## src/core/opaddr_pkg.sv

```systemverilog
// Package with register map, field layout and types for the operand address and flag block.
package opaddr_pkg;

	localparam logic [11:0] ACCESS_SPLIT_ADDR  = 12'h060;
	localparam logic [7:0]  INDEXED_MAX_OFFSET = 8'h5F;
	localparam logic [3:0]  ACCESS_HIGH_BANK   = 4'hF;

	// Register byte addresses on APB.
	localparam logic [11:0] REG_FLAGS_ADDR     = 12'h000;
	localparam logic [11:0] REG_BANK_ADDR      = 12'h004;
	localparam logic [11:0] REG_PTR0_ADDR      = 12'h008;
	localparam logic [11:0] REG_PTR1_ADDR      = 12'h00C;
	localparam logic [11:0] REG_PTR2_ADDR      = 12'h010;
	localparam logic [11:0] REG_CONFIG_ADDR    = 12'h014;
	localparam logic [11:0] REG_TARGET_ADDR    = 12'h018;

	// Flag bit positions.
	localparam int FLAG_CARRY    = 0;
	localparam int FLAG_NIBBLE   = 1;
	localparam int FLAG_ZERO     = 2;
	localparam int FLAG_SIGNED   = 3;
	localparam int FLAG_NEGATIVE = 4;

	localparam logic [4:0]  FLAGS_RESET        = 5'h00;
	localparam logic [3:0]  BANK_RESET         = 4'h0;
	localparam logic [11:0] PTR_RESET          = 12'h000;
	localparam logic        EXT_RESET          = 1'b0;

	// Address sources selected by the decoder.
	typedef enum logic [2:0]
	{
		SRC_INHERENT,
		SRC_LITERAL,
		SRC_DIRECT,
		SRC_FULL_ADDR,
		SRC_INDIRECT
	} addr_src_e;

	// Pointer actions of the virtual operands.
	typedef enum logic [1:0]
	{
		PTR_PLAIN,
		PTR_POST_INC,
		PTR_POST_DEC,
		PTR_PRE_INC
	} ptr_op_e;

	// ALU operation classes; every class except ALU_NONE updates flags.
	typedef enum logic [2:0]
	{
		ALU_NONE,
		ALU_ADD,
		ALU_SUB,
		ALU_LOGIC,
		ALU_ROT_LEFT_CARRY,
		ALU_ROT_RIGHT_CARRY,
		ALU_CLEAR
	} alu_op_e;

	// One instruction request from the decoder.
	typedef struct packed
	{
		logic        valid;
		addr_src_e   src;
		logic [7:0]  file_addr;
		logic [11:0] full_addr;
		logic        access_sel;
		logic        dest_sel;
		logic [1:0]  ptr_sel;
		ptr_op_e     ptr_op;
		alu_op_e     alu_op;
		logic [7:0]  opa;
		logic [7:0]  opb;
		logic [7:0]  write_val;
		logic [19:0] jump_target;
	} instr_s;

	// Resolved data memory access and result routing.
	typedef struct packed
	{
		logic        mem_valid;
		logic [11:0] mem_addr;
		logic        to_accumulator;
		logic [7:0]  result;
		logic [19:0] jump_target;
		logic        flag_write;
	} access_s;

endpackage

```

## src/core/operand_address_flags.sv

```systemverilog
// Operand address generation and arithmetic condition flags with an APB register port.
// Function
// RQ1: Flag bits written by a flag-updating instruction take the operation result instead.
// RQ2: Clearing the flag register sets zero and leaves other flags unchanged.
// RQ3: Software should alter flags only with bit, swap or move instructions.
// RQ4: Upper three flag bits read zero; five flag bits are read-write.
// RQ5: Negative flag takes result bit seven.
// RQ6: Signed overflow flag set when sign bit changes wrongly.
// RQ7: Zero flag set when the result is zero.
// RQ8: Nibble carry records carry out of bit three for add and subtract.
// RQ9: Carry records carry out of bit seven for add and subtract.
// RQ10: Subtract adds two's complement; carries act as inverted borrows.
// RQ11: Rotate through carry loads carry with shifted bit, nibble carry bit four or three.
// RQ12: Absolute call and jump carry a twenty-bit target literal.
// RQ13: Byte and bit instructions use the low opcode byte as direct address.
// RQ14: Access select one joins bank pointer and file address into twelve bits.
// RQ15: Access select zero maps file address into the access bank.
// RQ16: Full-address instructions ignore the bank pointer.
// RQ17: Destination select one writes back to file, zero to the accumulator.
// RQ18: Three pointers of high and low byte, twelve bits used.
// RQ19: Virtual pointer operands access memory at their pointer address.
// RQ20: Indirect accesses use the full pointer, ignoring bank and access select.
// RQ21: Indexed literal offset mode exists only with extended operations enabled.
// RQ22: Extended access-bank addresses up to 5Fh offset the third pointer.
// RQ23: Pointer increment and decrement carry across bytes and leave flags alone.
//
// Chosen here: the register addresses and register access over APB.
`timescale 1ns/1ps

module operand_address_flags
	import opaddr_pkg::*;
(
	input  wire logic                pclk,
	input  wire logic                presetn,
	input  wire logic                psel,
	input  wire logic                penable,
	input  wire logic                pwrite,
	input  wire logic [11:0]         paddr,
	input  wire logic [31:0]         pwdata,
	output logic      [31:0]         prdata,
	output logic                     pready,
	output logic                     pslverr,
	input  wire opaddr_pkg::instr_s  instr,
	output opaddr_pkg::access_s      access
);
	import opaddr_pkg::*;

	typedef struct packed
	{
		logic [4:0]  flags;
		logic [3:0]  bank;
		logic [11:0] ptr0;
		logic [11:0] ptr1;
		logic [11:0] ptr2;
		logic        ext_en;
		logic [11:0] last_addr;
		access_s     acc;
		logic [31:0] rdata;
		logic        slverr;
	} state_s;

	state_s st_q;
	state_s st_d;

	logic [11:0] ptr0_next;
	logic [11:0] ptr0_addr;
	logic [11:0] ptr1_next;
	logic [11:0] ptr1_addr;
	logic [11:0] ptr2_next;
	logic [11:0] ptr2_addr;
	logic [11:0] ptr_new;
	logic [11:0] ptr_use;
	logic [11:0] target;
	logic [8:0]  sum;
	logic [4:0]  low_sum;
	logic [7:0]  addend;
	logic        sub_op;
	logic [7:0]  res;
	logic [4:0]  flags_alu;
	logic        flags_hit;
	logic        apb_wr;
	logic        apb_rd;
	logic        decode_ok;

	pointer_step #(
		.WIDTH(12)
	) pointer_step_0_i (
		.ptr_cur  (st_q.ptr0),
		.ptr_op   (instr.ptr_op),
		.ptr_next (ptr0_next),
		.ptr_addr (ptr0_addr)
	);

	pointer_step #(
		.WIDTH(12)
	) pointer_step_1_i (
		.ptr_cur  (st_q.ptr1),
		.ptr_op   (instr.ptr_op),
		.ptr_next (ptr1_next),
		.ptr_addr (ptr1_addr)
	);

	pointer_step #(
		.WIDTH(12)
	) pointer_step_2_i (
		.ptr_cur  (st_q.ptr2),
		.ptr_op   (instr.ptr_op),
		.ptr_next (ptr2_next),
		.ptr_addr (ptr2_addr)
	);

	always_comb
	begin
		case (instr.ptr_sel)
			2'h1:
			begin
				ptr_new = ptr1_next;
				ptr_use = ptr1_addr; // RQ19
			end
			2'h2:
			begin
				ptr_new = ptr2_next;
				ptr_use = ptr2_addr; // RQ19
			end
			default:
			begin
				ptr_new = ptr0_next;
				ptr_use = ptr0_addr; // RQ19
			end
		endcase
	end

	always_comb
	begin
		target = 12'h000;
		case (instr.src)
			SRC_DIRECT:
			begin
				if (instr.access_sel)
				begin
					target = {st_q.bank, instr.file_addr}; // RQ13 RQ14
				end
				else if (st_q.ext_en && (instr.file_addr <= INDEXED_MAX_OFFSET))
				begin
					target = st_q.ptr2 + {4'h0, instr.file_addr}; // RQ21 RQ22
				end
				else if ({4'h0, instr.file_addr} >= ACCESS_SPLIT_ADDR)
				begin
					target = {ACCESS_HIGH_BANK, instr.file_addr}; // RQ15
				end
				else
				begin
					target = {4'h0, instr.file_addr}; // RQ15
				end
			end
			SRC_FULL_ADDR: target = instr.full_addr; // RQ16
			SRC_INDIRECT:  target = ptr_use; // RQ18 RQ20
			default:       target = 12'h000;
		endcase
	end

	assign sub_op = (instr.alu_op == ALU_SUB);
	// Subtraction adds the inverted operand with carry in set.
	assign addend = sub_op ? ~instr.opb : instr.opb; // RQ10

	carry_adder #(
		.WIDTH(8)
	) byte_adder_i (
		.add_a    (instr.opa),
		.add_b    (addend),
		.carry_in (sub_op),
		.sum_out  (sum)
	);

	carry_adder #(
		.WIDTH(4)
	) nibble_adder_i (
		.add_a    (instr.opa[3:0]),
		.add_b    (addend[3:0]),
		.carry_in (sub_op),
		.sum_out  (low_sum)
	);

	always_comb
	begin
		res       = instr.opb;
		flags_alu = st_q.flags;
		case (instr.alu_op)
			ALU_ADD, ALU_SUB:
			begin
				res = sum[7:0];
				flags_alu[FLAG_CARRY]  = sum[8]; // RQ9 RQ10
				flags_alu[FLAG_NIBBLE] = low_sum[4]; // RQ8 RQ10
				flags_alu[FLAG_SIGNED] = (instr.opa[7] == addend[7])
					&& (sum[7] != instr.opa[7]); // RQ6
				flags_alu[FLAG_NEGATIVE] = sum[7]; // RQ5
				flags_alu[FLAG_ZERO]     = (sum[7:0] == 8'h00); // RQ7
			end
			ALU_LOGIC:
			begin
				res = instr.opb;
				flags_alu[FLAG_NEGATIVE] = instr.opb[7]; // RQ5
				flags_alu[FLAG_ZERO]     = (instr.opb == 8'h00); // RQ7
			end
			ALU_ROT_LEFT_CARRY:
			begin
				res = {instr.opa[6:0], st_q.flags[FLAG_CARRY]};
				flags_alu[FLAG_CARRY]    = instr.opa[7]; // RQ11
				flags_alu[FLAG_NIBBLE]   = instr.opa[3]; // RQ11
				flags_alu[FLAG_NEGATIVE] = instr.opa[6];
				flags_alu[FLAG_ZERO]     = ({instr.opa[6:0], st_q.flags[FLAG_CARRY]} == 8'h00);
			end
			ALU_ROT_RIGHT_CARRY:
			begin
				res = {st_q.flags[FLAG_CARRY], instr.opa[7:1]};
				flags_alu[FLAG_CARRY]    = instr.opa[0]; // RQ11
				flags_alu[FLAG_NIBBLE]   = instr.opa[4]; // RQ11
				flags_alu[FLAG_NEGATIVE] = st_q.flags[FLAG_CARRY];
				flags_alu[FLAG_ZERO]     = ({st_q.flags[FLAG_CARRY], instr.opa[7:1]} == 8'h00);
			end
			ALU_CLEAR:
			begin
				res = 8'h00;
				flags_alu[FLAG_ZERO] = 1'b1; // RQ2
			end
			default:
			begin
				res = instr.opb;
			end
		endcase
	end

	assign flags_hit = instr.valid && instr.dest_sel && (target == REG_FLAGS_ADDR)
		&& (instr.src == SRC_DIRECT || instr.src == SRC_FULL_ADDR || instr.src == SRC_INDIRECT);
	assign apb_wr = psel && penable && pwrite;
	assign apb_rd = psel && !pwrite;

	always_comb
	begin
		case (paddr)
			REG_FLAGS_ADDR,
			REG_BANK_ADDR,
			REG_PTR0_ADDR,
			REG_PTR1_ADDR,
			REG_PTR2_ADDR,
			REG_CONFIG_ADDR,
			REG_TARGET_ADDR: decode_ok = 1'b1;
			default:         decode_ok = 1'b0;
		endcase
	end

	always_comb
	begin
		st_d = st_q;
		st_d.acc.flag_write = 1'b0;
		st_d.acc.mem_valid  = 1'b0;
		if (apb_wr && decode_ok)
		begin
			case (paddr)
				REG_FLAGS_ADDR:  st_d.flags = pwdata[4:0]; // RQ4
				REG_BANK_ADDR:   st_d.bank = pwdata[3:0];
				REG_PTR0_ADDR:   st_d.ptr0 = pwdata[11:0]; // RQ18
				REG_PTR1_ADDR:   st_d.ptr1 = pwdata[11:0]; // RQ18
				REG_PTR2_ADDR:   st_d.ptr2 = pwdata[11:0]; // RQ18
				REG_CONFIG_ADDR: st_d.ext_en = pwdata[0]; // RQ21
				default:         st_d.ext_en = st_q.ext_en;
			endcase
		end
		if (instr.valid)
		begin
			st_d.acc.mem_valid      = (instr.src != SRC_INHERENT) && (instr.src != SRC_LITERAL);
			st_d.acc.mem_addr       = target;
			st_d.acc.to_accumulator = !instr.dest_sel; // RQ17
			st_d.acc.result         = res;
			st_d.acc.jump_target    = instr.jump_target; // RQ12
			st_d.last_addr          = target;
			if (flags_hit && instr.alu_op == ALU_NONE)
			begin
				st_d.flags = instr.write_val[4:0]; // RQ3
				st_d.acc.flag_write = 1'b1;
			end
			else if (instr.alu_op != ALU_NONE)
			begin
				st_d.flags = flags_alu; // RQ1 RQ2
				st_d.acc.flag_write = flags_hit;
			end
			if (instr.src == SRC_INDIRECT)
			begin
				case (instr.ptr_sel)
					2'h1:    st_d.ptr1 = ptr_new; // RQ23
					2'h2:    st_d.ptr2 = ptr_new; // RQ23
					default: st_d.ptr0 = ptr_new; // RQ23
				endcase
			end
		end
		st_d.slverr = psel && !penable && !decode_ok;
		if (apb_rd)
		begin
			case (paddr)
				REG_FLAGS_ADDR:  st_d.rdata = {27'h0, st_q.flags}; // RQ4
				REG_BANK_ADDR:   st_d.rdata = {28'h0, st_q.bank};
				REG_PTR0_ADDR:   st_d.rdata = {20'h0, st_q.ptr0};
				REG_PTR1_ADDR:   st_d.rdata = {20'h0, st_q.ptr1};
				REG_PTR2_ADDR:   st_d.rdata = {20'h0, st_q.ptr2};
				REG_CONFIG_ADDR: st_d.rdata = {31'h0, st_q.ext_en};
				REG_TARGET_ADDR: st_d.rdata = {20'h0, st_q.last_addr};
				default:         st_d.rdata = 32'h0;
			endcase
		end
	end

	always_ff @(posedge pclk or negedge presetn)
	begin
		if (!presetn)
		begin
			st_q.flags     <= FLAGS_RESET;
			st_q.bank      <= BANK_RESET;
			st_q.ptr0      <= PTR_RESET;
			st_q.ptr1      <= PTR_RESET;
			st_q.ptr2      <= PTR_RESET;
			st_q.ext_en    <= EXT_RESET;
			st_q.last_addr <= PTR_RESET;
			st_q.acc       <= '0;
			st_q.rdata     <= 32'h0;
			st_q.slverr    <= 1'b0;
		end
		else
		begin
			st_q <= st_d;
		end
	end

	assign prdata  = st_q.rdata;
	assign pready  = psel && penable;
	assign pslverr = psel && penable && st_q.slverr;
	assign access  = st_q.acc;

endmodule

module pointer_step
	import opaddr_pkg::*;
#(
	parameter int WIDTH = 12
)
(
	input  wire logic [WIDTH-1:0]    ptr_cur,
	input  wire opaddr_pkg::ptr_op_e ptr_op,
	output logic      [WIDTH-1:0]    ptr_next,
	output logic      [WIDTH-1:0]    ptr_addr
);
	import opaddr_pkg::*;

	logic [WIDTH-1:0] inc_val;
	logic [WIDTH-1:0] dec_val;

	always_comb
	begin
		inc_val = ptr_cur + WIDTH'(1'h1); // RQ23
		dec_val = ptr_cur - WIDTH'(1'h1); // RQ23
		case (ptr_op)
			PTR_POST_INC: ptr_next = inc_val;
			PTR_POST_DEC: ptr_next = dec_val;
			PTR_PRE_INC:  ptr_next = inc_val;
			default:      ptr_next = ptr_cur;
		endcase
		ptr_addr = (ptr_op == PTR_PRE_INC) ? inc_val : ptr_cur; // RQ19
	end

endmodule

module carry_adder
	import opaddr_pkg::*;
#(
	parameter int WIDTH = 8
)
(
	input  wire logic [WIDTH-1:0] add_a,
	input  wire logic [WIDTH-1:0] add_b,
	input  wire logic             carry_in,
	output logic      [WIDTH:0]   sum_out
);
	import opaddr_pkg::*;

	assign sum_out = {1'b0, add_a} + {1'b0, add_b} + {{WIDTH{1'b0}}, carry_in};

endmodule

```

## config.mk

```make
export PLATFORM = sky130hd
export DESIGN_NAME = operand_address_flags
export DESIGN_NICKNAME = d
export VERILOG_FILES = /design/src/core/opaddr_pkg.sv /design/src/core/operand_address_flags.sv
export SDC_FILE = /design/constraint.sdc
export NUM_CORES = 1
export LEC_CHECK = 0
export BUFFER_PORTS_ARGS = -buffer_cell sky130_fd_sc_hd__clkbuf_2
export CAP_MARGIN = 40
export CORE_MARGIN = 4
export CORE_UTILIZATION = 35
export DETAILED_ROUTE_END_ITERATION = 16
export GPL_TIMING_DRIVEN = 0
export HOLD_SLACK_MARGIN = 0.1
export PLACE_DENSITY_LB_ADDON = 0.2
export SYNTH_ARGS = -nofsm -noshare
export SYNTH_HDL_FRONTEND = slang
export SYNTH_SLANG_ARGS = --single-unit
```

## constraint.sdc

```tcl
create_clock -name pclk -period 8.8 [get_ports pclk]
set_input_delay 0.44 -clock pclk [delete_from_list [all_inputs] [get_ports pclk]]
set_output_delay 0.44 -clock pclk [all_outputs]
set_load 0.02 [all_outputs]
```

==> results of run 1 <==
==> critical path, stage by stage <==
cell and delay (ns):
buf_6 0.11, clkbuf_1 0.24, nor2_1 0.44, and2_1 0.19, clkbuf_1 0.43, xor2_1 0.24
inv_1 0.08, fa_1 0.43, xnor2_1 0.19, a2111oi_0 0.56, o2111ai_1 0.25, nor4bb_1 0.35
o21ai_1 0.12, mux2i_1 0.15, a221o_1 0.13
==> synth_stat cells (8+ instances only) <==
cell,instances
a221oi_1,11
nor3_1,34
o21a_1,9
inv_1,34
buf_2,24
clkbuf_1,46
mux2_2,41
dfrtp_1,102
o211ai_1,11
o221ai_1,18
a211oi_1,8
nor2_1,101
o21ai_0,90
nor4_1,10
buf_4,79
ha_1,23
nand3_1,37
nand4_1,16
buf_1,12
xor2_1,30
nand2_1,107
a31oi_1,11
a21oi_1,48
xnor2_1,39
mux2i_1,52
==> kinds of logic (layout without fill, tap and decap cells) <==
logic type,count (synthesis),in the layout,share of synthesized area
other cells,1,20,0.000389
simple gates,376,376,0.197
mux,97,97,0.110
buf+inv,198,369,0.113
xor+xnor,70,70,0.0643
fa+ha+maj,26,26,0.0350
compound gates,306,306,0.215
flops,102,102,0.265
==> power by group through the flow <==
| stage | registers (uW) | logic (uW) | clock network (uW) |
|---|---|---|---|
| 4_1_cts | 588 | 817 | 441 |
| 5_1_grt | 597 | 894 | 461 |
| 3_5_place_dp | 597 | 812 | 0 |
| 2_1_floorplan | 573 | 571 | 0 |
| 6_report | 590 | 828 | 435 |
| 3_3_place_gp | 596 | 810 | 0 |
==> repair_timing <==
item                      CTS  global route
buffers inserted            0             0
hold buffers                1             0
hold endpoints to repair    8             0
==> how the worst max path moves through the flow <==
| stage | end | slack, ns | cells after the start |
|---|---|---|---|
| final | st_q[131] | 4.76 | 15 |
| after global routing | st_q[131] | 4.50 | 15 |
| after CTS | st_q[131] | 4.87 | 15 |
| after detailed placement | st_q[131] | 4.49 | 15 |
| after global placement | st_q[131] | 4.43 | 15 |
| after floorplan | st_q[132] | 5.22 | 16 |
==> metrics by stage <==
stage	util	total power, uW	setup WS [ns]	hold WS [ns]	area [um2]
final	0.417	1850	4.76	0.246	11300
after floorplan	-	1140	5.22	0.144	9720
after CTS	0.417	1850	4.87	0.243	11300
after global placement	0.404	1410	4.43	0.469	10900
after detailed placement	0.405	1410	4.49	0.284	10900
after global routing	0.417	1950	4.50	0.255	11300
==> placed cells by master, fill, tap and decap left out, types with 7 or more instances in the layout <==
master and instances:
clkbuf_2 152, nand2_1 107, dfrtp_1 102, nor2_1 101
o21ai_0 90, buf_4 79, mux2i_1 52, a21oi_1 48
clkbuf_1 46, mux2_2 41, xnor2_1 39, nand3_1 37
inv_1 34, nor3_1 34, xor2_1 30, buf_2 24
ha_1 23, conb_1 20, o221ai_1 18, nand4_1 16
buf_1 12, o211ai_1 11, a31oi_1 11, a221oi_1 11
nor4_1 10, o21a_1 9, clkbuf_16 9, a211oi_1 8
and2_1 7, and3_1 7, nand2b_1 7, a21o_1 7
o21ai_1 7, o22a_1 7
==> state kept, by name (all words and copies together) (netlist names) <==
| name | count |
|---|---|
| st_q | 47 |
| access | 43 |
| prdata | 12 |
==> layout make-up <==
cell class | instances | area (um2) | area share
clock buffer | 9 | 225 | 0.0200
timing repair buffer | 155 | 812 | 0.0721
inverter | 34 | 128 | 0.0113
sequential | 102 | 2550 | 0.227
buffer | 164 | 965 | 0.0857
clock inverter | 7 | 77.6 | 0.00689
multi-input combinational | 895 | 6070 | 0.539
tap | 341 | 427 | 0.0379
==> per-layer routing <==
metal	vias to the layer above	GRT usage	wire, um	part of all wire
met5	-	0	26	0.00071
li1	4544	-	-	-
met3	84	0.0405	2550	0.070
met1	4704	0.313	15700	0.43
met2	428	0.376	16800	0.46
met4	4	0.0973	1520	0.041
==> run metrics, run 1 <==
status completed; Mapped Cells 1,176; Reg power frac 0.318; Layout Cells excl Fill roughly 1,700; Register-to-Register Path Depth 10; Worst setup EP type flip-flop; Mapped Area 0.00965 mm2; max cap viols 0; area delta synth->final 16.7%; Hold Startpoint penable; synthesized flop and latch total approximately 100; clock net sink count a little over 100; post-cts sizing count 0; DIE AREA slightly above 0.03 mm2; Worst VDD drop ~0.08 mV; Max clock buf depth 2; Post-synth EDFFs 0; Iteration-0 DRC Markers roughly 830; hold endpoint st_q[0]; FF-to-FF setup slack slightly above 5 ns; Final setup viols 0; Worst Hold Class input pin to flip-flop; Req. time, crit path a little over 9 ns; Clock Skew approximately 0.019 ns; core area 0.0270 mm2; crit-path max FO 10; Final Hold Fails 0; dpl hpwl around 30 mm; Final ANT Viol Nets 0; Logic pwr share 0.447; I/O pin cnt slightly above 200; ant diodes 0; H-Tree Depth 3; sw frac 0.433; DRC violations left 0; detailed-route via count slightly below 10,000; clk_lat worst skew between 0.3 and 0.4 ns; Placed Cells incl. Taps between 1,500 and 2,000; measured slew at the worst slew-check pin 0.843 ns; CTS buffer count 9; first-pass GRT wire length 55.9 mm; worst r2r src st_q[90]; nets 1,512; Cell Int Power around 1100 uW; routed len/inst around 21 um; pwr dens between 150 and 200 mW/mm2; Synth Flop Type dfrtp_1; P_sw between 800 and 900 uW; Tcrit/Tclk final 0.459; Crit. Startpoint instr[44]; vias per std cell 5.72; setup_tns 0 ns; sequential area share after synthesis 0.265; fin crit period between 4 and 5 ns; largest net degree at the start of global routing 95; Final Wtd Congestion just under 1; Slew Limit Fails 0; CTS tree yes; Slew HR 0.433; total routed wirelength around 37 mm; Cell variety after synth approximately 90; Synth top area share 0.265; Hold Path Cell Cnt 2; Synth Area per Inst just over 8 um2; asr flop ratio synth 1.00; Max Fclk between 0.2 and 0.25 GHz; GR Util All Layers 0.234; kind of critical path input pin to flip-flop; P_leak 0.00502 uW; Root Driver clkbuf_16; Clock transition at path regs roughly 0.080 ns; grt total ovfl 0; vias in the first global route about 9,500; leading area contributor after synthesis dfrtp_1; Pre-Repair DR Iteration Count 5; Clock Power Share 0.235; Die W approximately 170 um; share of post-route cells with drive strength above 1 0.259; Area contributors post-synth dfrtp_1 (26%), buf_4 (6.1%), mux2i_1 (5.4%), mux2_2 (4.8%), o21ai_0 (4.7%); initial antenna violation count 2; Layout fillers ~2,800; Worst Setup Start Kind input pin; RSZ-0062 raised after global routing false; synth warn 0; CP Data Arrival Time approximately 4.4 ns; Initial Utilization 0.357; Die H around 170 um; reg-to-reg critical path endpoint st_q[131]; IO buf count ~150; # rows 60
No activity file was read; power rests on OpenSTA's default activity.
==> inputs of run 2 (changes only) <==
Settings changed: ABC_AREA set to 1.
Clock period 8.8 ns to 3.5 ns, I/O delays scaled along.
==> run metrics, run 2 <==
sw frac 0.476; worst-path cell chain ha_1 -> fa_1 -> nand3_1 -> nand2_1 -> nand2_1 -> nand3_1 -> a21boi_1 -> nand2_1 -> nor2_1 -> nand2_1 -> nor2_1 -> nand3_1 -> nor2_2 -> nand3_1 -> nand3_1 -> a21oi_1; Reg power frac 0.312; Initial Utilization 0.358; pwr dens 424 mW/mm2; dpl hpwl ~34 mm; Final Hold Fails 0; Compound-Gate Fraction of Synth Area 0.196; Synth Flop Type dfrtp_1; DIE AREA approximately 0.032 mm2; Root Driver clkbuf_16; Iteration-0 DRC Markers 1,244; DRC violations left 0; Largest Register st_q; Max Fclk approximately 0.32 GHz; status completed; vias per std cell roughly 5.4; Worst Hold Class input pin to flip-flop; synthesized flop and latch total approximately 100; clock net sink count a little over 100; Top delay family on crit path simple AND/OR/NAND/NOR gates; leading cell type in the layout, fill and taps excluded nand2_1; Most common cell on crit path nand3_1; CP Data Arrival Time 3.36 ns; IO buf count 157; clk_lat worst skew roughly 0.37 ns; first-pass GRT wire length roughly 65 mm; vias in the first global route about 11,000; Area contributors post-synth dfrtp_1 (25%), nand2_1 (16%), nand3_1 (7.5%), buf_4 (6.2%), o21ai_0 (5.9%); sequential area share after synthesis 0.254; Critical Path Slowest Stage Cell dfrtp_1; Clock transition at path regs ~0.09 ns; RSZ-0062 raised after global routing false; Die W 178 um; max cap viols 0; Req. time, crit path between 3 and 4 ns; mux cell area share after synthesis 0.00883; nets about 1,900; crit-path max FO 6; grt total ovfl 0; Buffers & Inverters on Critical Path 0; Synth Area in XOR/XNOR 0.0218; largest family of logic cells by synthesized area simple AND/OR/NAND/NOR gates; Final setup viols 0; routed len/inst a little under 20 um; CTS tree yes; # rows slightly above 60; Mapped Area between 0.01 and 0.015 mm2; Worst Setup Start Kind flip-flop; share of post-route cells with drive strength above 1 0.193; most frequent cells in the layout nand2_1 (416), clkbuf_2 (159), inv_1 (152); Post-synth EDFFs 0; P_sw between 2000 and 2500 uW; measured slew at the worst slew-check pin between 0.7 and 0.8 ns; Clock Skew ~0.010 ns; Final Wtd Congestion around 1; Worst VDD drop 0.200 mV; Simple-Gate Fraction of Synth Area 0.336; Post-synth top cells nand2_1 (416), inv_1 (152), nand3_1 (151), o21ai_0 (118), nor2_1 (116); Final ANT Viol Nets 0; Slew HR 0.471; fin crit period between 3 and 4 ns; Slew Limit Fails 0; largest net degree at the start of global routing around 100; GR Util All Layers 0.268; asr flop ratio synth 1.00; Post-CTS Setup Bufs 0; setup_tns 0 ns; leading area contributor after synthesis dfrtp_1; kind of critical path flip-flop to flip-flop; critical path's largest stage delay ~0.5 ns; Max clock buf depth 2; Synth Area per Inst roughly 6.4 um2; Synth top area share 0.254; Pre-Repair DR Iteration Count 5; synth warn 0; post-cts sizing count 0; total routed wirelength approximately 43 mm; Die H 178 um; post-synthesis adder-cell area fraction 0.0326; Mapped Cells 1,584; worst hold margin between 0.1 and 0.15 ns; I/O pin cnt approximately 200; area delta synth->final 18.9%; detailed-route via count 11,700; Cell Int Power 2660 uW; Worst setup EP type flip-flop; Multi-input gate area ~0.006 mm2; cts hold-fix bufs 24; top-count cell post-synth nand2_1; CTS buffer count 9; Tcrit/Tclk final 0.889; Cell variety after synth 55; H-Tree Depth 3; Logic pwr share 0.481; Clock Power Share 0.207; register area ~0.0026 mm2; core area roughly 0.028 mm2; Layout fillers between 3,000 and 4,000; initial antenna violation count 0; max FFs per register 47; P_leak 0.00604 uW
## run 2: cell type report
| cell class | instances | area share |
|---|---|---|
| multi-input combinational | 1191 | 0.507 |
| clock buffer | 10 | 0.0200 |
| buffer | 140 | 0.0731 |
| inverter | 170 | 0.0534 |
| tap | 378 | 0.0395 |
| sequential | 102 | 0.213 |
| clock inverter | 6 | 0.00418 |
| timing repair buffer | 182 | 0.0888 |
| antenna | 1 | 0.000209 |
## run 2: cells by family after synthesis
family	count (synthesis)
muxes	8
other	1
xor gates and xnor gates	25
and+or+nand+nor	767
adders and majority gates	25
AOI/OAI and AO/OA	346
buffers and inverters	310
DFF	102
## run 2: power groups by stage
stage / Sequential, uW / Clock [uW] / Combinational (uW)
2_1_floorplan: 1500 / 0 / 1620
3_3_place_gp: 1600 / 0 / 2370
3_5_place_dp: 1600 / 0 / 2360
4_1_cts: 1580 / 1070 / 2390
5_1_grt: 1600 / 1100 / 2670
6_report: 1580 / 1050 / 2440
## run 2: worst paths after layout
kind / start / endpoint / slack [ns] / depth (start not counted)
max: st_q[89] / st_q[130] / 0.39 / 16
min: instr[74] / access[42] / 0.12 / 3
max reg2reg: st_q[89] / st_q[130] / 0.39 / 16
min reg2reg: access[6] / access[6] / 0.48 / 2
max in group asynchronous: presetn / access[20] / 2.63 / 3
min in group asynchronous: presetn / st_q[120] / 0.42 / 3
## run 2: worst reg2reg max path: cells and delay by family, from the launching register on
| family | cells | cell delay [ns] |
|---|---|---|
| AO/OA/AOI/OAI | 2 | 0.34 |
| adder cells (fa/ha/maj) | 2 | 0.77 |
| flip-flops | 1 | 0.51 |
| AND/OR/NAND/NOR | 12 | 1.39 |
## run 2: layer usage
metal / GRT usage / up-vias / share of wire
li1: - / 5613 / -
met3: 0.0383 / 90 / 0.072
met5: 0 / - / 0
met1: 0.376 / 5504 / 0.44
met4: 0.105 / 0 / 0.040
met2: 0.417 / 520 / 0.45
## run 2: stage by stage
stage	power, uW	utilization	area (um2)	instances	worst slack (ns)
3_5_place_dp	3960	0.407	11400	2139	0.424
5_1_grt	5370	0.426	12000	2179	0.115
2_1_floorplan	3120	-	10100	1603	0.966
3_3_place_gp	3970	0.406	11400	2138	0.409
6_report	5080	0.426	12000	2180	0.389
4_1_cts	5040	0.426	12000	2179	0.393
